**src/rtl/bme_pkg.sv**
```systemverilog
package bme_pkg;

    // instruction opcodes
    localparam logic [7:0] OP_BIT_AND = 8'h67;
    localparam logic [7:0] OP_BIT_OR = 8'h07;
    localparam logic [7:0] OP_BIT_COMPARE = 8'h17;
    localparam logic [7:0] OP_BIT_INVERT = 8'h57;
    localparam logic [7:0] OP_BIT_CLEAR_SET = 8'h77;
    localparam logic [7:0] OP_BIT_BRANCH = 8'h37;

    // execution length in core cycles, and instruction length in bytes
    localparam logic [3:0] CYC_TWO_BYTE = 4'h4;
    localparam logic [3:0] CYC_THREE_BYTE = 4'h6;
    localparam logic [3:0] CYC_BRANCH = 4'ha;
    localparam logic [15:0] LEN_TWO_BYTE = 16'h0002;
    localparam logic [15:0] LEN_THREE_BYTE = 16'h0003;

    // flag register and its bit positions
    localparam logic [7:0] FLAGS_REG_ADDR = 8'hd5;
    localparam int FLAG_C = 7;
    localparam int FLAG_Z = 6;
    localparam int FLAG_S = 5;
    localparam int FLAG_V = 4;
    localparam int FLAG_D = 3;
    localparam int FLAG_H = 2;

    // apb register byte offsets
    localparam logic [7:0] OFS_INSTR = 8'h00;
    localparam logic [7:0] OFS_CTRL = 8'h04;
    localparam logic [7:0] OFS_STATUS = 8'h08;
    localparam logic [7:0] OFS_PC = 8'h0c;
    localparam logic [7:0] OFS_WORK_BASE = 8'h10;
    localparam logic [7:0] OFS_REG_ADDR = 8'h14;
    localparam logic [7:0] OFS_REG_DATA = 8'h18;

    // field positions
    localparam int CTRL_START = 0;
    localparam int STAT_BUSY = 0;
    localparam int STAT_ILLEGAL = 1;
    localparam int STAT_TAKEN = 2;

    // reset values
    localparam logic [15:0] RST_PC = 16'h0000;
    localparam logic [7:0] RST_WORK_BASE = 8'hc0;
    localparam logic [23:0] RST_INSTR = 24'h000000;
    localparam logic [7:0] RST_REG_ADDR = 8'h00;

    typedef struct packed {
        logic [7:0] jumpOffsetOperand;
        logic [3:0] workAddr;
        logic [2:0] bitIdx;
        logic lsb;
        logic [7:0] opcode;
    } bme_instr_t;

    typedef struct packed {
        logic valid;
        logic threeByte;
        logic branch;
        logic [3:0] cycles;
        logic [15:0] length;
    } bme_decode_t;

    typedef struct packed {
        logic [7:0] dstVal;
        logic dstWe;
        logic dstIsFull;
        logic [7:0] flags;
        logic flagWe;
        logic taken;
    } bme_alu_t;

    function automatic bme_decode_t bme_decode(input logic [7:0] op);
        bme_decode_t d;
        d = '{valid: 1'b1, threeByte: 1'b1, branch: 1'b0, cycles: CYC_THREE_BYTE,
              length: LEN_THREE_BYTE};
        case (op)
            OP_BIT_AND, OP_BIT_OR, OP_BIT_COMPARE: begin
            end
            OP_BIT_INVERT, OP_BIT_CLEAR_SET: begin
                d.threeByte = 1'b0;
                d.cycles = CYC_TWO_BYTE;
                d.length = LEN_TWO_BYTE;
            end
            OP_BIT_BRANCH: begin
                d.branch = 1'b1;
                d.cycles = CYC_BRANCH;
            end
            default: begin
                d.valid = 1'b0;
            end
        endcase
        return d;
    endfunction

endpackage

```
**src/rtl/bme_exec.sv**
```systemverilog
// The APB interface to the registers and the address map are this design's own decisions.
`timescale 1ns/100ps
// Summary of operation
// - bit AND, opcode 67, 3 bytes, 6 cycles; direction bit picks which side is written
// - second byte: 4-bit working register, 3-bit bit index, 1-bit direction in lsb
// - bit compare, opcode 17, 3 bytes, 6 cycles, operands left unchanged
// - compare: zero set when bits equal, sign cleared, other flags kept
// - bit invert, opcode 57, 2 bytes, 4 cycles, only bit b flips
// - invert: zero set if result bit is 0, sign cleared, others kept
// - opcode 77 with lsb 0 clears bit b, 2 bytes, 4 cycles, no flags
// - opcode 77 with lsb 1 sets bit b, 2 bytes, 4 cycles, no flags
// - bit OR, opcode 07, 3 bytes, 6 cycles, same forms and flags as AND
// - two-operand logic writes only the destination bit; source untouched
// - opcode 37 lsb 0 branches relative when tested bit is 0, 10 cycles
// - otherwise fall through to next instruction; branches change no flags
// - flags live in the register at address d5
// - bit AND stores result bit, zero from result, sign cleared
// - opcode 37 lsb 1 branches when tested bit is 1, else falls through
module bme_exec import bme_pkg::*; #(
    parameter int ADDR_W = 8,
    parameter int MEM_DEPTH = 256
) (
    input wire logic clk,
    input wire logic srst,
    input wire logic ce,
    input wire logic psel,
    input wire logic penable,
    input wire logic pwrite,
    input wire logic [ADDR_W-1:0] paddr,
    input wire logic [31:0] pwdata,
    output logic [31:0] prdata,
    output logic pready,
    output logic pslverr,
    output logic execBusy,
    output logic [15:0] progCounter
);
    typedef enum logic [2:0] {
        EX_IDLE,
        EX_RD_WORK,
        EX_RD_FULL,
        EX_RD_FLAGS,
        EX_WR_DST,
        EX_WR_FLAGS,
        EX_PAD
    } bme_state_t;

    localparam int MEM_AW = $clog2(MEM_DEPTH);

    generate
        if (MEM_DEPTH != 256 || ADDR_W < 5 || ADDR_W > 8) begin : g_bad_param
            $error("bme_exec: register file must hold 256 bytes and ADDR_W be 5..8");
        end
    endgenerate

    bme_instr_t instr;
    bme_decode_t dec;
    bme_state_t state;
    bme_alu_t res;
    logic [3:0] cycleCnt;
    logic [7:0] workBase;
    logic [7:0] regAddr;
    logic [7:0] workVal;
    logic [7:0] fullVal;
    logic [7:0] flagsVal;
    logic illegal;
    logic lastTaken;
    logic ackQ;
    logic errQ;
    logic lastCycle;
    logic [7:0] byteAddr;
    logic setupPhase;
    logic commit;
    logic startReq;
    logic accessErr;
    logic [31:0] readMux;
    logic memWe;
    logic [7:0] memAddr;
    logic [7:0] memWdata;
    logic [7:0] memRdata;
    logic [7:0] workRegAddr;
    logic [15:0] next_pc;

    assign dec = bme_decode(instr.opcode);
    assign byteAddr = 8'(paddr);
    assign setupPhase = psel & ~penable;
    // a write lands only on the edge at which pready is seen high
    assign commit = psel & penable & ackQ;
    assign startReq = commit & pwrite & (byteAddr == OFS_CTRL) & pwdata[CTRL_START];
    assign lastCycle = execBusy & (cycleCnt == dec.cycles - 4'h1);
    assign workRegAddr = {workBase[7:4], instr.workAddr};
    assign pready = ackQ;
    assign pslverr = ackQ & errQ;

    // every transfer gets one wait state so that read data come out of a flip-flop
    always_ff @(posedge clk) begin
        if (srst) begin
            ackQ <= 1'b0;
            errQ <= 1'b0;
            prdata <= 32'h00000000;
        end else if (ce) begin
            if (psel & penable & ~ackQ) begin
                ackQ <= 1'b1;
                errQ <= accessErr;
                prdata <= accessErr ? 32'h00000000 : readMux;
            end else begin
                ackQ <= 1'b0;
                errQ <= 1'b0;
            end
        end
    end

    always_comb begin
        readMux = 32'h00000000;
        accessErr = 1'b0;
        case (byteAddr)
            OFS_INSTR: begin
                readMux = {8'h00, instr};
                accessErr = pwrite & execBusy;
            end
            OFS_CTRL: begin
                accessErr = pwrite & execBusy;
            end
            OFS_STATUS: begin
                readMux[STAT_BUSY] = execBusy;
                readMux[STAT_ILLEGAL] = illegal;
                readMux[STAT_TAKEN] = lastTaken;
            end
            OFS_PC: begin
                readMux = {16'h0000, progCounter};
                accessErr = pwrite & execBusy;
            end
            OFS_WORK_BASE: begin
                readMux = {24'h000000, workBase};
                accessErr = pwrite & execBusy;
            end
            OFS_REG_ADDR: begin
                readMux = {24'h000000, regAddr};
            end
            OFS_REG_DATA: begin
                // the port belongs to the executing instruction while busy
                readMux = {24'h000000, memRdata};
                accessErr = execBusy;
            end
            default: begin
                accessErr = 1'b1;
            end
        endcase
    end

    // software-visible registers
    always_ff @(posedge clk) begin
        if (srst) begin
            instr <= bme_instr_t'(RST_INSTR);
            workBase <= RST_WORK_BASE;
            regAddr <= RST_REG_ADDR;
        end else if (ce) begin
            if (commit & pwrite & ~errQ) begin
                case (byteAddr)
                    OFS_INSTR: instr <= bme_instr_t'(pwdata[23:0]);
                    OFS_WORK_BASE: workBase <= pwdata[7:0];
                    OFS_REG_ADDR: regAddr <= pwdata[7:0];
                    default: begin
                    end
                endcase
            end
        end
    end

    // register file port: the executing instruction owns it, else software
    always_comb begin
        memWe = 1'b0;
        memAddr = regAddr;
        memWdata = pwdata[7:0];
        if (execBusy) begin
            case (state)
                EX_RD_WORK: memAddr = workRegAddr;
                EX_RD_FULL: memAddr = instr.jumpOffsetOperand;
                EX_RD_FLAGS: memAddr = FLAGS_REG_ADDR;
                EX_WR_DST: begin
                    memWe = res.dstWe;
                    memAddr = res.dstIsFull ? instr.jumpOffsetOperand : workRegAddr;
                    memWdata = res.dstVal;
                end
                EX_WR_FLAGS: begin
                    memWe = res.flagWe;
                    memAddr = FLAGS_REG_ADDR;
                    memWdata = res.flags;
                end
                default: begin
                end
            endcase
        end else begin
            memWe = commit & pwrite & ~errQ & (byteAddr == OFS_REG_DATA);
        end
    end

    bme_regmem #(
        .DEPTH(MEM_DEPTH),
        .WIDTH(8)
    ) u_regmem (
        .clk(clk),
        .ce(ce),
        .we(memWe),
        .addr(MEM_AW'(memAddr)),
        .wdata(memWdata),
        .rdata(memRdata)
    );

    bme_bitalu u_bitalu (
        .instr(instr),
        .workVal(workVal),
        .fullVal(fullVal),
        .flagsIn(flagsVal),
        .res(res)
    );

    // execution sequencer; the cycle counter, not the state walk, sets the length
    always_ff @(posedge clk) begin
        if (srst) begin
            state <= EX_IDLE;
            execBusy <= 1'b0;
            cycleCnt <= 4'h0;
        end else if (ce) begin
            if (~execBusy) begin
                if (startReq & dec.valid) begin
                    state <= EX_RD_WORK;
                    execBusy <= 1'b1;
                    cycleCnt <= 4'h0;
                end
            end else if (lastCycle) begin
                state <= EX_IDLE;
                execBusy <= 1'b0;
                cycleCnt <= 4'h0;
            end else begin
                cycleCnt <= cycleCnt + 4'h1;
                case (state)
                    EX_RD_WORK: state <= (dec.threeByte & ~dec.branch) ? EX_RD_FULL : EX_RD_FLAGS;
                    EX_RD_FULL: state <= EX_RD_FLAGS;
                    EX_RD_FLAGS: state <= dec.branch ? EX_PAD : EX_WR_DST;
                    EX_WR_DST: state <= EX_WR_FLAGS;
                    EX_WR_FLAGS: state <= EX_PAD;
                    EX_PAD: state <= EX_PAD;
                    default: state <= EX_IDLE;
                endcase
            end
        end
    end

    // operand capture; read data trail the address by one cycle
    always_ff @(posedge clk) begin
        if (srst) begin
            workVal <= 8'h00;
            fullVal <= 8'h00;
            flagsVal <= 8'h00;
        end else if (ce & execBusy) begin
            case (state)
                EX_RD_FULL: workVal <= memRdata;
                EX_RD_FLAGS: begin
                    if (dec.threeByte & ~dec.branch) begin
                        fullVal <= memRdata;
                    end else begin
                        workVal <= memRdata;
                    end
                end
                EX_WR_DST: flagsVal <= memRdata;
                default: begin
                end
            endcase
        end
    end

    // pc moves past the instruction; a taken branch also adds the signed offset
    always_comb begin
        next_pc = progCounter + dec.length;
        if (dec.branch & res.taken) begin
            // 16-bit wrap; targets beyond +127/-128 cannot be encoded
            next_pc = next_pc + {{8{instr.jumpOffsetOperand[7]}}, instr.jumpOffsetOperand};
        end
    end

    always_ff @(posedge clk) begin
        if (srst) begin
            progCounter <= RST_PC;
            illegal <= 1'b0;
            lastTaken <= 1'b0;
        end else if (ce) begin
            if (lastCycle) begin
                progCounter <= next_pc;
                lastTaken <= dec.branch & res.taken;
            end else if (commit & pwrite & ~errQ & (byteAddr == OFS_PC)) begin
                progCounter <= pwdata[15:0];
            end
            if (startReq & ~execBusy) begin
                illegal <= ~dec.valid;
            end
        end
    end
endmodule

```
**src/rtl/bme_regmem.sv**
```systemverilog
`timescale 1ns/100ps
module bme_regmem #(
    parameter int DEPTH = 256,
    parameter int WIDTH = 8
) (
    input wire logic clk,
    input wire logic ce,
    input wire logic we,
    input wire logic [$clog2(DEPTH)-1:0] addr,
    input wire logic [WIDTH-1:0] wdata,
    output logic [WIDTH-1:0] rdata
);
    logic [WIDTH-1:0] mem [DEPTH];

    // contents are not reset, as in a real register file
    always_ff @(posedge clk) begin
        if (ce) begin
            if (we) begin
                mem[addr] <= wdata;
            end
            rdata <= mem[addr];
        end
    end
endmodule

```
**src/rtl/bme_bitalu.sv**
```systemverilog
`timescale 1ns/100ps
module bme_bitalu import bme_pkg::*; (
    input wire bme_instr_t instr,
    input wire logic [7:0] workVal,
    input wire logic [7:0] fullVal,
    input wire logic [7:0] flagsIn,
    output bme_alu_t res
);
    logic srcBit;
    logic dstBit;
    logic resBit;
    logic [7:0] zsFlags;

    always_comb begin
        srcBit = instr.lsb ? workVal[0] : fullVal[instr.bitIdx];
        dstBit = instr.lsb ? fullVal[instr.bitIdx] : workVal[0];
        resBit = 1'b0;
        zsFlags = flagsIn;
        zsFlags[FLAG_S] = 1'b0;
        res = '0;
        res.flags = flagsIn;
        case (instr.opcode)
            OP_BIT_AND, OP_BIT_OR: begin
                resBit = (instr.opcode == OP_BIT_AND) ? (srcBit & dstBit) : (srcBit | dstBit);
                res.dstWe = 1'b1;
                res.dstIsFull = instr.lsb;
                res.dstVal = instr.lsb ? fullVal : workVal;
                if (instr.lsb) begin
                    res.dstVal[instr.bitIdx] = resBit;
                end else begin
                    res.dstVal[0] = resBit;
                end
                res.flags = zsFlags;
                res.flags[FLAG_Z] = ~resBit;
                res.flagWe = 1'b1;
            end
            OP_BIT_COMPARE: begin
                res.flags = zsFlags;
                res.flags[FLAG_Z] = (workVal[0] == fullVal[instr.bitIdx]);
                res.flagWe = 1'b1;
            end
            OP_BIT_INVERT: begin
                resBit = ~workVal[instr.bitIdx];
                res.dstWe = 1'b1;
                res.dstVal = workVal;
                res.dstVal[instr.bitIdx] = resBit;
                res.flags = zsFlags;
                res.flags[FLAG_Z] = ~resBit;
                res.flagWe = 1'b1;
            end
            OP_BIT_CLEAR_SET: begin
                res.dstWe = 1'b1;
                res.dstVal = workVal;
                res.dstVal[instr.bitIdx] = instr.lsb;
            end
            OP_BIT_BRANCH: begin
                res.taken = instr.lsb ? workVal[instr.bitIdx] : ~workVal[instr.bitIdx];
            end
            default: begin
            end
        endcase
    end
endmodule

```
**config.mk**
```make
export PLATFORM = sky130hd
export DESIGN_NAME = bme_exec
export DESIGN_NICKNAME = d
export VERILOG_FILES = /design/src/rtl/bme_pkg.sv /design/src/rtl/bme_exec.sv /design/src/rtl/bme_regmem.sv /design/src/rtl/bme_bitalu.sv
export SDC_FILE = /design/constraint.sdc
export NUM_CORES = 2
export LEC_CHECK = 0
export BUFFER_PORTS_ARGS = -buffer_cell sky130_fd_sc_hd__buf_2
export CAP_MARGIN = 20
export CELL_PAD_IN_SITES_DETAIL_PLACEMENT = 0
export CELL_PAD_IN_SITES_GLOBAL_PLACEMENT = 1
export CORE_MARGIN = 2
export CORE_UTILIZATION = 58
export CTS_CLUSTER_DIAMETER = 30
export DETAILED_ROUTE_END_ITERATION = 10
export PLACE_DENSITY_LB_ADDON = 0.1
export SLEW_MARGIN = 0
export SYNTH_ARGS = -nofsm -noshare
export SYNTH_HDL_FRONTEND = slang
export SYNTH_HIERARCHICAL = 1
export SYNTH_SLANG_ARGS = --single-unit
```
**constraint.sdc**
```tcl
create_clock -name clk -period 26.1 [get_ports clk]
set_clock_uncertainty 0.2 [all_clocks]
set_input_delay 1.305 -clock clk [delete_from_list [all_inputs] [get_ports clk]]
set_output_delay 1.305 -clock clk [all_outputs]
set_load 0.02 [all_outputs]
```
==> impl_metrics.toml <==
[status]
status = "finished, final reports clean"

[final_layout]
stdcell_area_um2 = 103000
nNetsFinal = 4876
drive_gt1_share_pct = 27.6
final_common_cell = "edfxtp_1"
instances_no_fill = 7078
final_util_pct = 69.6
syn_to_final_growth_pct = 19.3
layout_common_cells = "edfxtp_1, mux4_2, clkbuf_16, nor2_1, a22oi_1"

[setup_path]
setup.worst_path.class = "reg -> reg"
startpoint_type = "register"
ff2ff_setup_slack_ns = 17.59
critPathMaxFanout = 102
worst_r2r_startpoint = "instr[5]$_SDFFE_PP0P_"
worstPathRequired_ns = 26.49
critPathArrivalTime_ns = 8.90
worstRegToRegCells = 17
worstSetupEndpointType = "register"
reg2reg_to = "u_regmem/rdata[4]$_DFFE_PP_"

[synthesis]
syn_inst = 4513
avgSynthCellArea_um2 = 19.1
synth_area_leaders = "edfxtp_1, mux4_2, dfxtp_1"
synth_edf_count = 2056
synth_flop_cell = "edfxtp_1"
yosys_warnings = 6
synth_top_area_share_pct = 71.8
ys_async_sr_fraction_pct = 0
synth_area_leader_cell = "edfxtp_1"
seq_area_frac_synth_pct = 74.5
yosysUniqueCellTypes = 84
ys_seq_elements = 2172
synth_area_um2 = 86000

[hold_path]
min_to = "prdata[4]$_SDFFE_PP0P_"
min_path_type = "reg -> reg"
hold_depth = 2
worstHoldStart = "prdata[4]$_SDFFE_PP0P_"

[global_route]
grt_pass1_wl_um = 312000
grt.total_usage_pct = 28.3
grt_max_degree = 257
antenna_found_initial = 1
grt_pass1_vias = 46415
grt_overflow_total = 0

[route]
drt-vias-per-instance = 6.49
routed_wl_um = 213000
ant_nets = 0
firstDrtPassIters = 6
routedWlPerCell_um = 30.1
vias = 45960
drt_iter0_drc = 4800
drc = 0

[clocking]
cts_made_buffers = 420
cts_buffer_depth = 4
holdBufCountCts = 0
root_buffer = "clkbuf_16"
ctsHtreeMaxLevel = 5
insertion_delay_ns = 0.94
post_cts_resized = 0
cts_tree = "built"
clock-sinks = 2172
cts_setup_buffers = 0
cts.clk_slew.worst_paths_ns = 0.05

[sta]
tightestPinTransition_ns = 1.32
fin_setup_tns_ns = 0
finalWorstSetupSlack_ns = 17.59
fmax_mhz = 117
setup_viol = 0
rsz0062_at_grt = "no"
slew_headroom_pct = 12.1
post-route-period-util_pct = 32.6
finalCriticalPeriod_ns = 8.51
hold_violations = 0
slew_viol_final = 0

[placement]
place_congestion = 0.859
io_buffers = 80
dp.cells = 6311
dp_slack_ns = 17.70
hpwl_um = 116000
place_area_um2 = 88500

[power]
p_per_area_nw_per_um2 = 89.0
ir_drop_mv = 0.0864
leakage_nw = 32.4

[floorplanning]
rows = 141
die-area_um2 = 151000
dieWidth_um = 389
core_area_um2 = 147000
fp.dieH_um = 389
ios = 97
initial_utilization_pct = 58.3

[flow_run]
cap_viol_max_count = 0
-- synth_stat cells, types with 7 or more instances --
| library cell | n |
|---|---|
| a211oi_1 | 10 |
| a21o_1 | 9 |
| a21oi_1 | 198 |
| a221o_1 | 7 |
| a22o_1 | 15 |
| a22oi_1 | 283 |
| and2_1 | 7 |
| and3_1 | 12 |
| buf_1 | 26 |
| buf_2 | 46 |
| buf_4 | 28 |
| buf_6 | 9 |
| clkbuf_1 | 188 |
| dfxtp_1 | 116 |
| edfxtp_1 | 2056 |
| ha_1 | 20 |
| inv_1 | 16 |
| mux2i_1 | 67 |
| mux4_2 | 513 |
| nand2_1 | 157 |
| nand3_1 | 23 |
| nand4_1 | 15 |
| nor2_1 | 391 |
| nor2b_1 | 18 |
| nor3_1 | 17 |
| nor4_1 | 7 |
| o211ai_1 | 10 |
| o21ai_0 | 55 |
| o22ai_1 | 8 |
| o41ai_1 | 32 |
| xnor2_1 | 18 |
| xor2_1 | 13 |
-- registers in the layout (all words and copies together), names as in the netlist, 8 cells and up --
| register | cells |
|---|---|
| workBase | 8 |
| flagsVal | 8 |
| workVal | 8 |
| fullVal | 8 |
| regAddr | 8 |
| progCounter | 16 |
| instr | 24 |
| prdata | 24 |
| u_regmem/rdata | 8 |
| u_regmem/mem | 2048 |
-- stage by stage --
| step | hold WS, ns | total power [mW] |
|---|---|---|
| after detailed placement | 0.232 | 3.96 |
| after global routing | 0.256 | 9.36 |
| after global placement | 0.237 | 3.95 |
| after CTS | 0.237 | 9.20 |
| final | 0.237 | 9.14 |
| after floorplan | 0.245 | 3.96 |
-- critical path: stages (launching register included) --
cell and delay, ns:
dfxtp_1 0.66, xor2_1 0.16, nor4_1 0.51, nand2_1 0.31, inv_1 0.25, nand3b_1 0.10
a21oi_1 0.63, a221o_1 0.33, mux2i_1 0.09, o21ai_1 0.17, o221a_4 0.63, buf_4 0.77
buf_12 0.63, mux4_2 0.60, a22oi_1 0.33, a21oi_1 0.22, o41ai_1 0.96, nand4_1 0.36
-- how the worst max path moves through the flow --
| stage | slack, ns | cells past startpoint | to | start |
|---|---|---|---|---|
| final | 17.59 | 17 | u_regmem/rdata[4]$_DFFE_PP_ | instr[5]$_SDFFE_PP0P_ |
| after global routing | 17.15 | 17 | u_regmem/rdata[2]$_DFFE_PP_ | instr[5]$_SDFFE_PP0P_ |
| after CTS | 17.74 | 17 | u_regmem/rdata[4]$_DFFE_PP_ | instr[5]$_SDFFE_PP0P_ |
| after detailed placement | 17.70 | 17 | u_regmem/rdata[4]$_DFFE_PP_ | instr[5]$_SDFFE_PP0P_ |
| after global placement | 17.69 | 17 | u_regmem/rdata[4]$_DFFE_PP_ | instr[5]$_SDFFE_PP0P_ |
| after floorplan | 11.61 | 8 | u_regmem/mem[0][6]$_DFFE_PP_ | instr[10]$_SDFFE_PP0P_ |
-- layout make-up --
class	count	area [µm²]
sequential	2172	64100
tap	1930	2410
inverter	18	67.6
fill	9195	44900
clock buffer	462	10800
timing repair buffer	164	1280
antenna	1	2.50
multi-input combinational	2033	20800
clock inverter	298	3220
-- metal layers --
| metal | up-vias | track usage (%) | wire length (µm) |
|---|---|---|---|
| met2 | 2191 | 44.4 | 103000 |
| li1 | 19368 | - | - |
| met3 | 401 | 5.40 | 17700 |
| met1 | 23998 | 40.6 | 85400 |
| met4 | 2 | 10.0 | 6860 |
| met5 | - | 0 | 10 |
-- where the power goes --
part,total [mW],internal (mW),switching [mW]
sequential,3.82,3.82,0.000914
combinational,0.0753,0.00888,0.0664
clock,5.24,3.48,1.76
total,9.14,7.31,1.83
-- kinds of logic after synthesis --
| group | share of synthesized area (%) |
|---|---|
| buffers and inverters | 1.64 |
| AO/OA/AOI/OAI | 5.38 |
| AND/OR/NAND/NOR | 3.57 |
| adder cells (fa/ha/maj) | 0.327 |
| flip-flops | 74.5 |
| multiplexers | 14.3 |
| other | 0.00436 |
| XOR/XNOR | 0.316 |
(Power assumes the default switching activity.)
